## src/design/ccr_map.vh

```
`ifndef CCR_MAP_VH
`define CCR_MAP_VH

// Register word indices; byte address is index times four
`define CCR_IDX_MODE     5'h00
`define CCR_IDX_CMD      5'h01
`define CCR_IDX_STATUS   5'h02
`define CCR_IDX_IRQEN    5'h03
`define CCR_IDX_BTPRE    5'h04
`define CCR_IDX_BTSEG    5'h05
`define CCR_IDX_OUTCTL   5'h06
`define CCR_IDX_ARBCAP   5'h07
`define CCR_IDX_ERRCAP   5'h08
`define CCR_IDX_EWLIM    5'h09
`define CCR_IDX_RECEIVE_ERROR_COUNTER    5'h0a
`define CCR_IDX_TRANSMIT_ERROR_COUNTER    5'h0b
`define CCR_IDX_RXBUF    5'h0c
`define CCR_IDX_ACODE    5'h0d
`define CCR_IDX_AMASK    5'h0e
`define CCR_IDX_MSGCNT   5'h0f
`define CCR_IDX_RXSTART  5'h10
`define CCR_IDX_CLKDIV   5'h11
`define CCR_IDX_LAST     5'h11

// Field positions
`define CCR_MODE_RESET_BIT   0
`define CCR_CMD_RELEASE_BIT  0
`define CCR_STAT_RESET_BIT   0
`define CCR_STAT_BUSOFF_BIT  1
`define CCR_STAT_WARN_BIT    2

// Reset and preset values
`define CCR_RST_MODE         1'b1
`define CCR_RST_ZERO8        8'h00
`define CCR_RST_EWLIM        8'h60
`define CCR_BUSOFF_TRANSMIT_ERROR_COUNTER     8'h7f
`define CCR_RST_CLKDIV_A     8'h00
`define CCR_RST_CLKDIV_B     8'h05
`define CCR_CNT_MAX          8'hff

// Receive FIFO address width (64 bytes)
`define CCR_FIFO_AW          6

// Edges after reset release before the strap is trusted
`define CCR_STRAP_WAIT       2'h2

// AHB encodings
`define CCR_HRESP_OKAY       1'b0

`endif

```

## src/design/ccr_regs.v

```verilog
// The AHB-Lite register port and the placing of the registers are this design's own decisions.
`include "ccr_map.vh"
`default_nettype none

module ccr_regs #(
  parameter AW = `CCR_FIFO_AW
) (
  input  wire        mclk,
  input  wire        resetn,
  input  wire        hsel,
  input  wire [31:0] haddr,
  input  wire [1:0]  htrans,
  input  wire        hwrite,
  input  wire [2:0]  hsize,
  input  wire        hready,
  input  wire [31:0] hwdata,
  input  wire        busStylePin,
  input  wire        arbLostValid,
  input  wire [7:0]  arbLostBit,
  input  wire        busErrValid,
  input  wire [7:0]  busErrCode,
  input  wire        rxErrStep,
  input  wire        txErrStep,
  input  wire        busOffEvent,
  input  wire        recessiveSeq,
  input  wire        rxByteValid,
  input  wire [7:0]  rxByte,
  input  wire        rxMsgDone,
  output reg  [31:0] hrdata,
  output reg         hreadyout,
  output reg         hresp,
  output reg         resetModeOut,
  output reg         busOffOut,
  output reg         errWarnOut,
  output reg         frameAbort
);

  // Bus pipeline state
  reg          wrPend_r;
  reg          rdPend_r;
  reg  [4:0]   idx_r;
  reg          hit_r;

  // Registers cleared or loaded by hardware reset
  reg  [7:0]   arbCap_r;
  reg  [7:0]   errCap_r;
  reg  [7:0]   ewLim_r;
  reg  [7:0]   receive_error_counter_r;
  reg  [7:0]   transmit_error_counter_r;
  reg  [7:0]   msgCnt_r;
  reg  [7:0]   rxStart_r;
  reg  [7:0]   clkDiv_r;
  reg  [AW-1:0] rdPtr_r;
  reg  [AW-1:0] wrPtr_r;
  reg  [1:0]   startCnt_r;
  reg          divLoaded_r;

  // Registers that no reset touches
  reg  [7:0]   irqEn_r;
  reg  [7:0]   btPre_r;
  reg  [7:0]   btSeg_r;
  reg  [7:0]   outCtl_r;
  reg  [31:0]  aCode_r;
  reg  [31:0]  aMask_r;
  reg  [7:0]   fifo [0:(1<<AW)-1];

  wire         styleSync;
  wire         addrPhase;
  wire         addrOk;
  wire         wrStb;
  wire         rmWrStb;
  wire         modeNxt;
  wire         enterRm;
  wire         relCmd;
  wire         popRx;
  wire         recovering;
  reg  [31:0]  rdMux;

  // Strap pin crosses two flops before anyone reads it
  ccr_sync #(
    .W (1)
  ) uStrap (
    .mclk   (mclk),
    .resetn (resetn),
    .din    (busStylePin),
    .dout   (styleSync)
  );

  // Address phase decode; words above index 0x11 (CLKDIV) are unmapped
  assign addrPhase = hsel & htrans[1] & hready;
  assign addrOk    = (haddr[31:7] == 25'h0) & (haddr[1:0] == 2'h0) &
                     (haddr[6:2] <= `CCR_IDX_LAST);
  assign wrStb     = wrPend_r & hit_r;
  // Configuration writes other than IRQEN and CLKDIV are only taken while in reset mode
  assign rmWrStb   = wrStb & resetModeOut;

  // Bus-off forces reset mode; software sets or clears it
  assign modeNxt = busOffEvent ? 1'b1 :
                   (wrStb & (idx_r == `CCR_IDX_MODE)) ?
                   hwdata[`CCR_MODE_RESET_BIT] : resetModeOut;
  assign enterRm = modeNxt & ~resetModeOut;
  assign relCmd  = wrStb & (idx_r == `CCR_IDX_CMD) &
                   hwdata[`CCR_CMD_RELEASE_BIT];
  assign popRx   = rdPend_r & hit_r & (idx_r == `CCR_IDX_RXBUF);
  // Recovery sequences count only once software leaves reset mode
  assign recovering = busOffOut & ~resetModeOut & recessiveSeq;

  // AHB-Lite slave: writes zero wait, reads one wait state
  always @(posedge mclk or negedge resetn) begin
    if (!resetn) begin
      wrPend_r  <= 1'b0;
      rdPend_r  <= 1'b0;
      idx_r     <= 5'h00;
      hit_r     <= 1'b0;
      hreadyout <= 1'b1;
      hresp     <= `CCR_HRESP_OKAY;
      hrdata    <= 32'h0000_0000;
    end else begin
      hresp <= `CCR_HRESP_OKAY;
      if (rdPend_r) begin
        // Read data sampled after any preceding write has landed
        hrdata    <= rdMux;
        hreadyout <= 1'b1;
        rdPend_r  <= 1'b0;
        wrPend_r  <= 1'b0;
      end else begin
        wrPend_r <= addrPhase & hwrite;
        rdPend_r <= addrPhase & ~hwrite;
        if (addrPhase) begin
          idx_r     <= haddr[6:2];
          hit_r     <= addrOk;
          hreadyout <= hwrite;
        end
      end
    end
  end

  // Read multiplexer; unmapped and write-only words read as zero
  always @* begin
    rdMux = 32'h0000_0000;
    if (hit_r) begin
      case (idx_r)
        `CCR_IDX_MODE:    rdMux[`CCR_MODE_RESET_BIT] = resetModeOut;
        `CCR_IDX_STATUS: begin
          rdMux[`CCR_STAT_RESET_BIT]  = resetModeOut;
          rdMux[`CCR_STAT_BUSOFF_BIT] = busOffOut;
          rdMux[`CCR_STAT_WARN_BIT]   = errWarnOut;
        end
        `CCR_IDX_IRQEN:   rdMux[7:0] = irqEn_r;
        `CCR_IDX_BTPRE:   rdMux[7:0] = btPre_r;
        `CCR_IDX_BTSEG:   rdMux[7:0] = btSeg_r;
        `CCR_IDX_OUTCTL:  rdMux[7:0] = outCtl_r;
        `CCR_IDX_ARBCAP:  rdMux[7:0] = arbCap_r;
        `CCR_IDX_ERRCAP:  rdMux[7:0] = errCap_r;
        `CCR_IDX_EWLIM:   rdMux[7:0] = ewLim_r;
        `CCR_IDX_RECEIVE_ERROR_COUNTER:   rdMux[7:0] = receive_error_counter_r;
        `CCR_IDX_TRANSMIT_ERROR_COUNTER:   rdMux[7:0] = transmit_error_counter_r;
        // Stale bytes may show here after a reset, by design
        `CCR_IDX_RXBUF:   rdMux[7:0] = fifo[rdPtr_r];
        `CCR_IDX_ACODE:   rdMux      = aCode_r;
        `CCR_IDX_AMASK:   rdMux      = aMask_r;
        `CCR_IDX_MSGCNT:  rdMux[7:0] = msgCnt_r;
        `CCR_IDX_RXSTART: rdMux[7:0] = rxStart_r;
        `CCR_IDX_CLKDIV:  rdMux[7:0] = clkDiv_r;
        default:          rdMux      = 32'h0000_0000;
      endcase
    end
  end

  // Mode bit, bus-off state, abort pulse and warning level
  always @(posedge mclk or negedge resetn) begin
    if (!resetn) begin
      resetModeOut <= `CCR_RST_MODE;
      busOffOut    <= 1'b0;
      frameAbort   <= 1'b0;
      errWarnOut   <= 1'b0;
    end else begin
      resetModeOut <= modeNxt;
      frameAbort   <= enterRm;
      errWarnOut   <= (receive_error_counter_r >= ewLim_r) | (transmit_error_counter_r >= ewLim_r);
      if (busOffEvent) begin
        busOffOut <= 1'b1;
      end else if (recovering && transmit_error_counter_r == `CCR_RST_ZERO8) begin
        busOffOut <= 1'b0;
      end
    end
  end

  // Error counters; bus-off entry presets them, software entry keeps them
  always @(posedge mclk or negedge resetn) begin
    if (!resetn) begin
      receive_error_counter_r <= `CCR_RST_ZERO8;
      transmit_error_counter_r <= `CCR_RST_ZERO8;
    end else if (busOffEvent) begin
      receive_error_counter_r <= `CCR_RST_ZERO8;
      transmit_error_counter_r <= `CCR_BUSOFF_TRANSMIT_ERROR_COUNTER;
    end else if (recovering) begin
      // 127 down to 0 then one more sequence: 128 in all
      if (transmit_error_counter_r != `CCR_RST_ZERO8) begin
        transmit_error_counter_r <= transmit_error_counter_r - 8'h01;
      end
    end else if (resetModeOut) begin
      // Software entry alone leaves both counters as they were
      if (rmWrStb && idx_r == `CCR_IDX_RECEIVE_ERROR_COUNTER) begin
        receive_error_counter_r <= hwdata[7:0];
      end
      if (rmWrStb && idx_r == `CCR_IDX_TRANSMIT_ERROR_COUNTER) begin
        transmit_error_counter_r <= hwdata[7:0];
      end
    end else begin
      // Saturate rather than wrap; wrap would fake a healthy node
      if (rxErrStep && receive_error_counter_r != `CCR_CNT_MAX) begin
        receive_error_counter_r <= receive_error_counter_r + 8'h01;
      end
      if (txErrStep && transmit_error_counter_r != `CCR_CNT_MAX) begin
        transmit_error_counter_r <= transmit_error_counter_r + 8'h01;
      end
    end
  end

  // Capture registers: only hardware reset clears them
  always @(posedge mclk or negedge resetn) begin
    if (!resetn) begin
      arbCap_r <= `CCR_RST_ZERO8;
      errCap_r <= `CCR_RST_ZERO8;
    end else begin
      if (arbLostValid && !resetModeOut) begin
        arbCap_r <= arbLostBit;
      end
      if (busErrValid && !resetModeOut) begin
        errCap_r <= busErrCode;
      end
    end
  end

  // Warning limit and FIFO start: preset by hardware reset only
  always @(posedge mclk or negedge resetn) begin
    if (!resetn) begin
      ewLim_r   <= `CCR_RST_EWLIM;
      rxStart_r <= `CCR_RST_ZERO8;
    end else begin
      if (rmWrStb && idx_r == `CCR_IDX_EWLIM) begin
        ewLim_r <= hwdata[7:0];
      end
      if (relCmd && !resetModeOut) begin
        // Releasing a message moves the start to the next one
        rxStart_r <= {{(8-AW){1'b0}}, rdPtr_r};
      end else if (rmWrStb && idx_r == `CCR_IDX_RXSTART) begin
        rxStart_r <= hwdata[7:0];
      end
    end
  end

  // Message counter: cleared on either reset source
  always @(posedge mclk or negedge resetn) begin
    if (!resetn) begin
      msgCnt_r <= `CCR_RST_ZERO8;
    end else if (enterRm) begin
      msgCnt_r <= `CCR_RST_ZERO8;
    end else if (!resetModeOut) begin
      // A store and a release in one cycle cancel out unless the count is zero, when the store still counts
      if (rxMsgDone && !(relCmd && msgCnt_r != `CCR_RST_ZERO8)) begin
        if (msgCnt_r != `CCR_CNT_MAX) begin
          msgCnt_r <= msgCnt_r + 8'h01;
        end
      end else if (!rxMsgDone && relCmd &&
                   msgCnt_r != `CCR_RST_ZERO8) begin
        msgCnt_r <= msgCnt_r - 8'h01;
      end
    end
  end

  // FIFO pointers: RAM zero on hardware reset, start address on entry
  always @(posedge mclk or negedge resetn) begin
    if (!resetn) begin
      rdPtr_r <= {AW{1'b0}};
      wrPtr_r <= {AW{1'b0}};
    end else if (enterRm) begin
      rdPtr_r <= rxStart_r[AW-1:0];
      wrPtr_r <= rxStart_r[AW-1:0];
    end else if (!resetModeOut) begin
      if (rxByteValid) begin
        wrPtr_r <= wrPtr_r + {{(AW-1){1'b0}}, 1'b1};
      end
      if (popRx) begin
        rdPtr_r <= rdPtr_r + {{(AW-1){1'b0}}, 1'b1};
      end
    end
  end

  // FIFO storage; contents are never cleared
  always @(posedge mclk) begin
    if (rxByteValid && !resetModeOut) begin
      fifo[wrPtr_r] <= rxByte;
    end
  end

  // Clock divider: strap picks the value once the synchroniser settles
  always @(posedge mclk or negedge resetn) begin
    if (!resetn) begin
      clkDiv_r    <= `CCR_RST_CLKDIV_A;
      startCnt_r  <= 2'h0;
      divLoaded_r <= 1'b0;
    end else begin
      if (startCnt_r != `CCR_STRAP_WAIT) begin
        startCnt_r <= startCnt_r + 2'h1;
      end
      if (!divLoaded_r && startCnt_r == `CCR_STRAP_WAIT) begin
        divLoaded_r <= 1'b1;
        clkDiv_r    <= styleSync ? `CCR_RST_CLKDIV_B :
                                   `CCR_RST_CLKDIV_A;
      end else if (wrStb && idx_r == `CCR_IDX_CLKDIV) begin
        clkDiv_r <= hwdata[7:0];
      end
    end
  end

  // Configuration without any reset, so both sources leave it alone
  always @(posedge mclk) begin
    if (wrStb && idx_r == `CCR_IDX_IRQEN) begin
      irqEn_r <= hwdata[7:0];
    end
    if (rmWrStb && idx_r == `CCR_IDX_BTPRE) begin
      btPre_r <= hwdata[7:0];
    end
    if (rmWrStb && idx_r == `CCR_IDX_BTSEG) begin
      btSeg_r <= hwdata[7:0];
    end
    if (rmWrStb && idx_r == `CCR_IDX_OUTCTL) begin
      outCtl_r <= hwdata[7:0];
    end
    if (rmWrStb && idx_r == `CCR_IDX_ACODE) begin
      aCode_r <= hwdata;
    end
    if (rmWrStb && idx_r == `CCR_IDX_AMASK) begin
      aMask_r <= hwdata;
    end
  end

endmodule // ccr_regs

`default_nettype wire

```

## src/design/ccr_sync.v

```verilog
`default_nettype none

// Two-flop synchroniser for pin levels; only stage two is read outside
module ccr_sync #(
  parameter W = 1
) (
  input  wire         mclk,
  input  wire         resetn,
  input  wire [W-1:0] din,
  output reg  [W-1:0] dout
);

  reg [W-1:0] meta_r;

  // Stage one feeds only stage two
  always @(posedge mclk or negedge resetn) begin
    if (!resetn) begin
      meta_r <= {W{1'b0}};
      dout   <= {W{1'b0}};
    end else begin
      meta_r <= din;
      dout   <= meta_r;
    end
  end

endmodule // ccr_sync

`default_nettype wire

```

## config.mk

```make
export PLATFORM = sky130hd
export DESIGN_NAME = ccr_regs
export DESIGN_NICKNAME = d
export VERILOG_FILES = /design/src/design/ccr_regs.v /design/src/design/ccr_sync.v
export VERILOG_INCLUDE_DIRS = /design/src /design/src/design
export SDC_FILE = /design/constraint.sdc
export NUM_CORES = 1
export LEC_CHECK = 0
export ABC_AREA = 1
export BUFFER_PORTS_ARGS = -buffer_cell sky130_fd_sc_hd__buf_2
export CORE_UTILIZATION = 58
export CTS_BUF_LIST = sky130_fd_sc_hd__clkbuf_2
export CTS_CLUSTER_DIAMETER = 40
export DETAILED_ROUTE_END_ITERATION = 10
export PLACE_DENSITY = 0.79
export SLEW_MARGIN = 40
export SYNTH_ARGS = -nofsm -noshare
export SYNTH_HDL_FRONTEND = slang
export SYNTH_HIERARCHICAL = 1
export SYNTH_SLANG_ARGS = --single-unit
```

## constraint.sdc

```tcl
create_clock -name mclk -period 2.8 [get_ports mclk]
set_input_delay 0.28 -clock mclk [delete_from_list [all_inputs] [get_ports mclk]]
set_output_delay 0.28 -clock mclk [all_outputs]
set_load 0.005 [all_outputs]
```

* Word level (Yosys, flattened, before mapping)
Memories as Yosys holds them, arrays and structs flattened.
Cells that the tools add are included.
** Word-level totals
- Bits in writable memories :: 512
- Memories kept :: 1
- Flip-flop bits (word level) :: 222
- Output and inout port bits :: 38
- Logic and storage cells :: 181
- Input port bits :: 107
** Memories
- fifo :: words 64, width 8, read ports 1, clocked after Yosys merged registers in 0, wr ports 1, RTL line ccr_regs.v:65 : reg [7:0] fifo [0:(1<<AW)-1];
** Cells by class
- Mux-type cells :: 42
- $lt $le $gt $ge :: 3
- Reduce and logical (&&, ||, !) cells :: 49
- Bitwise logic cells :: 20
- Add/subtract/negate cells :: 8
- Equality and inequality tests :: 28
** Operators with widths (number)
- 8-bit 2-to-1 mux :: 20
- 5-bit case mux with 15 select lines :: 1
- 24-bit case mux with 2 select lines :: 1
- 5-bit by 4-bit == test with 1-bit output (second input constant) :: 8
- 6-bit 2-to-1 mux :: 6
- 32-bit 2-to-1 mux :: 1
- 2-bit case mux with 16 select lines :: 1
- 25-bit zero test :: 1
- 8-bit by 1-bit adder with 8-bit output (second input constant) :: 3
- 8-bit inequality test (second input constant) :: 3
- 1-bit logical AND :: 23
- 5-bit by 3-bit == test with 1-bit output (second input constant) :: 4
- 1-bit bitwise AND :: 16
- 8-bit >= comparator :: 2
- 1-bit case mux with 16 select lines :: 1
- 8-bit nonzero test :: 2
- 8-bit by 1-bit subtractor with 8-bit output (second input constant) :: 2
- 6-bit by 1-bit adder with 6-bit output (second input constant) :: 2
- 2-bit nonzero test :: 6
- 5-bit by 2-bit == test with 1-bit output (second input constant) :: 2
- 5-bit == test (second input constant) :: 2
- 1-bit 2-to-1 mux :: 10
- 3-bit by 2-bit inequality test with 1-bit output (second input constant) :: 3
- 3-bit AND reduction :: 3
- other kinds (18) :: 27

* Logic depth before layout (Yosys ltp)
- Word-level depth :: 9
- Gate-level depth with buffers :: 16
- Gate-level depth less buffers :: 16

* Cells and area by module
The synthesis kept the hierarchy.
** By module, submodules not included
- ccr_regs :: sequential area each 21365.5 µm², area an instance 32204.6 µm², cells an instance 3101, times used 1
- ccr_sync :: sequential area each 50.0 µm², area an instance 50.0 µm², cells an instance 2, times used 1

* Worst setup path after synthesis
OpenSTA, ideal clock, no wires.
- Path type :: flip-flop to flip-flop
- From :: register resetModeOut
- To :: register aCode_r[0] (enable)
- Arrival time :: 2.316 ns
- Cell stages (with the launch flop) :: 5
- Data required time :: 2.379 ns
- Buffers on the path :: 0
- Library setup time :: 0.421 ns
- Period minus slack after synthesis :: 2.737 ns
- Slack :: 0.063 ns
- Cell sequence :: dfstp_2 -> inv_1 -> nor2_1 -> inv_1 -> nor2_1
** Between the ends
- Word-level cells in the longest chain between the ends :: 2
** RTL lines
- start: declaration :: RTL line ccr_regs.v:32 : output reg resetModeOut,
- start signal: assignment :: RTL line ccr_regs.v:173 : resetModeOut <= `CCR_RST_MODE;
- start signal: assignment :: RTL line ccr_regs.v:178 : resetModeOut <= modeNxt;
- 1-bit bitwise AND :: RTL line ccr_regs.v:95 : assign rmWrStb = wrStb & resetModeOut;
- 1-bit logical AND (no line)
- end signal: assignment :: RTL line ccr_regs.v:333 : aCode_r <= hwdata;
- end: declaration :: RTL line ccr_regs.v:63 : reg [31:0] aCode_r;
Every way passes these cells.
A chain may end at the register's enable or synchronous reset.

* Worst setup path after layout
- From :: register resetModeOut
- To :: register receive_error_counter_r[4]
** Between the ends
- Word-level cells in the longest chain between the ends :: 5
- Elaborated cells between the ends (all ways) :: 12
- Those cells by class :: eq/ne: 2; mux: 3; bitwise: 4; reduce/logical: 3
** RTL lines
- 1-bit NOT :: RTL line ccr_regs.v:106 : assign recovering = busOffOut & ~resetModeOut & recessiveSeq;
- 1-bit bitwise AND (2 in series) :: RTL line ccr_regs.v:106
- 2-bit inequality test (no line)
- 3-bit AND reduction (no line)
- end signal: assignment :: RTL line ccr_regs.v:192 : receive_error_counter_r <= `CCR_RST_ZERO8;
- end signal: assignment :: RTL line ccr_regs.v:195 : receive_error_counter_r <= `CCR_RST_ZERO8;
- end signal: assignment :: RTL line ccr_regs.v:205 : receive_error_counter_r <= hwdata[7:0];
- end: declaration :: RTL line ccr_regs.v:48 : reg [7:0] receive_error_counter_r;
Parallel ways exist; a longest one is shown, timed or not. The select of a mux whose other input is x is not followed.

==> results.txt <==
Leak -> 16.2 nW
VDD IR max -> 0.441 mV
Least-Margin Pin Slew -> 0.877 ns
Setup crit end -> receive_error_counter_r[4]
Mapped Avg Cell Area -> 10.4 um^2
Placer Congestion -> 0.969
maximum clock frequency -> 369 MHz
final worst setup slack -> 0.0905 ns
Die H -> 238 um
status -> finished clean
met1 Use GR -> 44.0%
maximum fanout along the worst path -> 14
Multi-input gate area -> 0.00896 mm^2
detailed-route vias per instance -> 5.65
register-to-register path setup slack -> 0.09 ns
Placement Cell Area -> 0.0341 mm^2
Setup TNS -> 0 ns
Worst Hold Class -> in -> reg
largest net degree at the start of global routing -> 134
R2R cell count -> 12
Seq. cell area -> 0.0214 mm^2
DRT iter0 DRCs -> 3090
Routed Antenna Nets -> 0
PD cells -> 590 mW/mm^2
Final nets -> 3690
met2 global-route usage -> 48.1%
post-DR wirelength/cell -> 20.1 um
Post-synth EDFFs -> 608
layout cells sized above 1 -> 15.6%
root buf cell -> clkbuf_2
WP data required -> 4.07 ns
setup slack at placement -> 0.272 ns
core area -> 0.0550 mm^2
Rel. slew slack -> 41.6%
crit path launch -> resetModeOut
FILL cells -> 3960
met3 Use GR -> 7.38%
Top Usage Layer GRT -> met2
Worst-path clk slew -> 0.13 ns
drt pass-1 iters -> 8
design area -> 0.0376 mm^2
MaxCap Viol Count -> 0
final setup vio count -> 0
sequential area share after synthesis -> 66.4%
clk buf depth -> 3
RSZ-0062 raised after global routing -> false
final hold vios -> 0
Cells after Synth -> 3103
TritonCTS Buffers -> 181
Pwr Total -> 22.2 mW
crit start category -> flip-flop
most used flip-flop cell after synthesis -> edfxtp_1
synthesized flop and latch total -> 734
routed via count -> 25100
Post-Syn Area -> 0.0323 mm^2
total grt overflow -> 0
kind of critical path -> reg -> reg
crit path DAT -> 3.98 ns
Post-Route WL -> 89700 um
DR DRC count -> 0
antenna violations before repair -> 2
crit path capture type -> flip-flop
clk sink count -> 734
GR Util All Layers -> 32.0%
Die Area -> 0.0566 mm^2
HP Start -> hwdata[10]
fin. max-slew vios -> 0
vias in the first global route -> 24400
Clock Skews -> 0.0909 ns
initial core utilization -> 58.7%
Critical R2R Capture -> receive_error_counter_r[4]
# IOs -> 145
first-pass GRT wire length -> 136000 um
Worst-Skew Late Latency -> 1.39 ns
# port buffers -> 139
CTS tree -> yes
asr flop ratio synth -> 17.2%
syn nets -> 3240
dpl hpwl -> 53700 um
FP Rows -> 86
H-tree Lvls -> 4
fin crit share -> 96.8%
worst r2r src -> resetModeOut
post-layout min period -> 2.71 ns
Netlist cell types -> 57
WHS -> 0.160 ns
Area Overhead vs Synth -> 16.6%
yosys warns -> 6
width of the die -> 238 um
worst max-delay path, stage by stage (launching register included):
cell           delay (ns)
dfstp_2              0.55
buf_6                0.20
nor2_1               0.16
inv_1                0.15
nor2_1               0.05
inv_1                0.10
nand2_1              0.06
nor2_1               0.14
dlygate4sd3_1        0.65
buf_4                0.19
o21ai_0              0.11
a22oi_1              0.17
a21oi_1              0.06
how the worst min path moves through the flow:
stage / end / slack, ns / cells past startpoint
final: aCode_r[10] / 0.16 / 3
after global routing: aCode_r[10] / 0.09 / 3
after CTS: aCode_r[23] / 0.01 / 3
after detailed placement: transmit_error_counter_r[6] / 0.29 / 1
after global placement: errWarnOut / 0.28 / 1
after floorplan: arbCap_r[0] / -0.02 / 0
cell usage after synthesis, types with 6 or more instances:
| master | count | area [um^2] |
|---|---|---|
| a22oi_1 | 7 | 52.6 |
| nor4_1 | 7 | 43.8 |
| and3_1 | 7 | 43.8 |
| a21oi_1 | 53 | 265 |
| dfrtp_1 | 122 | 3050 |
| clkbuf_1 | 46 | 173 |
| nand4_1 | 27 | 169 |
| a22o_1 | 48 | 420 |
| nor2_1 | 203 | 762 |
| inv_2 | 13 | 48.8 |
| clkinv_1 | 7 | 26.3 |
| xor2_1 | 9 | 78.8 |
| o211ai_1 | 31 | 233 |
| edfxtp_1 | 608 | 18300 |
| nand3_1 | 315 | 1580 |
| xnor2_1 | 6 | 52.6 |
| buf_1 | 14 | 52.6 |
| inv_1 | 332 | 1250 |
| o2111ai_1 | 7 | 61.3 |
| buf_2 | 60 | 300 |
| ha_1 | 29 | 363 |
| mux2_2 | 15 | 169 |
| o21ai_0 | 98 | 490 |
| o22ai_1 | 15 | 93.8 |
| nand2_1 | 949 | 3560 |
cell families (layout without fill, tap and decap cells):
| family | after synthesis | count (layout) | synth area share [%] |
|---|---|---|---|
| compound gates | 291 | 291 | 5.80 |
| xor+xnor | 15 | 15 | 0.407 |
| fa+ha+maj | 30 | 30 | 1.19 |
| buf+inv | 479 | 1075 | 5.88 |
| flops | 734 | 734 | 66.4 |
| mux | 15 | 15 | 0.524 |
| other cells | 1 | 5 | 0.0116 |
| simple gates | 1538 | 1538 | 19.8 |
final cells by class:
| class | count | share of cell area, % |
|---|---|---|
| Antenna cell | 4 | 0.0266 |
| Timing Repair Buffer | 393 | 8.58 |
| Tap cell | 748 | 2.49 |
| Inverter | 353 | 3.54 |
| Multi-Input combinational cell | 1890 | 23.8 |
| Clock buffer | 271 | 3.61 |
| Sequential cell | 734 | 56.9 |
| Clock inverter | 58 | 0.998 |
where the power goes:
group	switching (mW)	internal, mW	total, mW	leakage [nW]
Combinational	1.84	0.892	2.73	7.85
Clock	4.39	3.05	7.45	1.30
Sequential	0.124	11.9	12.0	7.06
sequential cells by signal, summed over array words and instances, names as in the netlist, 32 cells and up:
name,count
hrdata,32
aCode_r,32
fifo,512
aMask_r,32
stage by stage:
| stage | util [%] | cells |
|---|---|---|
| final | 68.4 | 4451 |
| after global placement | 61.9 | 3939 |
| after detailed placement | 61.9 | 3939 |
| after CTS | 68.4 | 4448 |
| after floorplan | - | 3103 |
| after global routing | 68.4 | 4449 |
routing by layer:
metal	up-vias	share of wire [%]
li1	11500	-
met1	11900	39
met2	1483	46
met3	296	10
met4	0	4.5
met5	-	0
what timing repair did:
action,CTS,global route
endpoints found under the hold margin,823,0
buffers inserted,0,0
resized for setup,0,3
endpoints found under the setup margin,0,11
hold buffers,180,0
cell usage in the layout (no fill, tap or decap), types with 48 or more instances in the layout:
master and n:
nor2_1 196, nand3_1 315, edfxtp_1 608, nand2_1 949
a21oi_1 53, dfrtp_1 120, buf_4 62, a22o_1 48
inv_1 331, o21ai_0 98, buf_2 139, dlygate4sd3_1 175
clkbuf_2 271
Power figures use the tool's default switching activity.
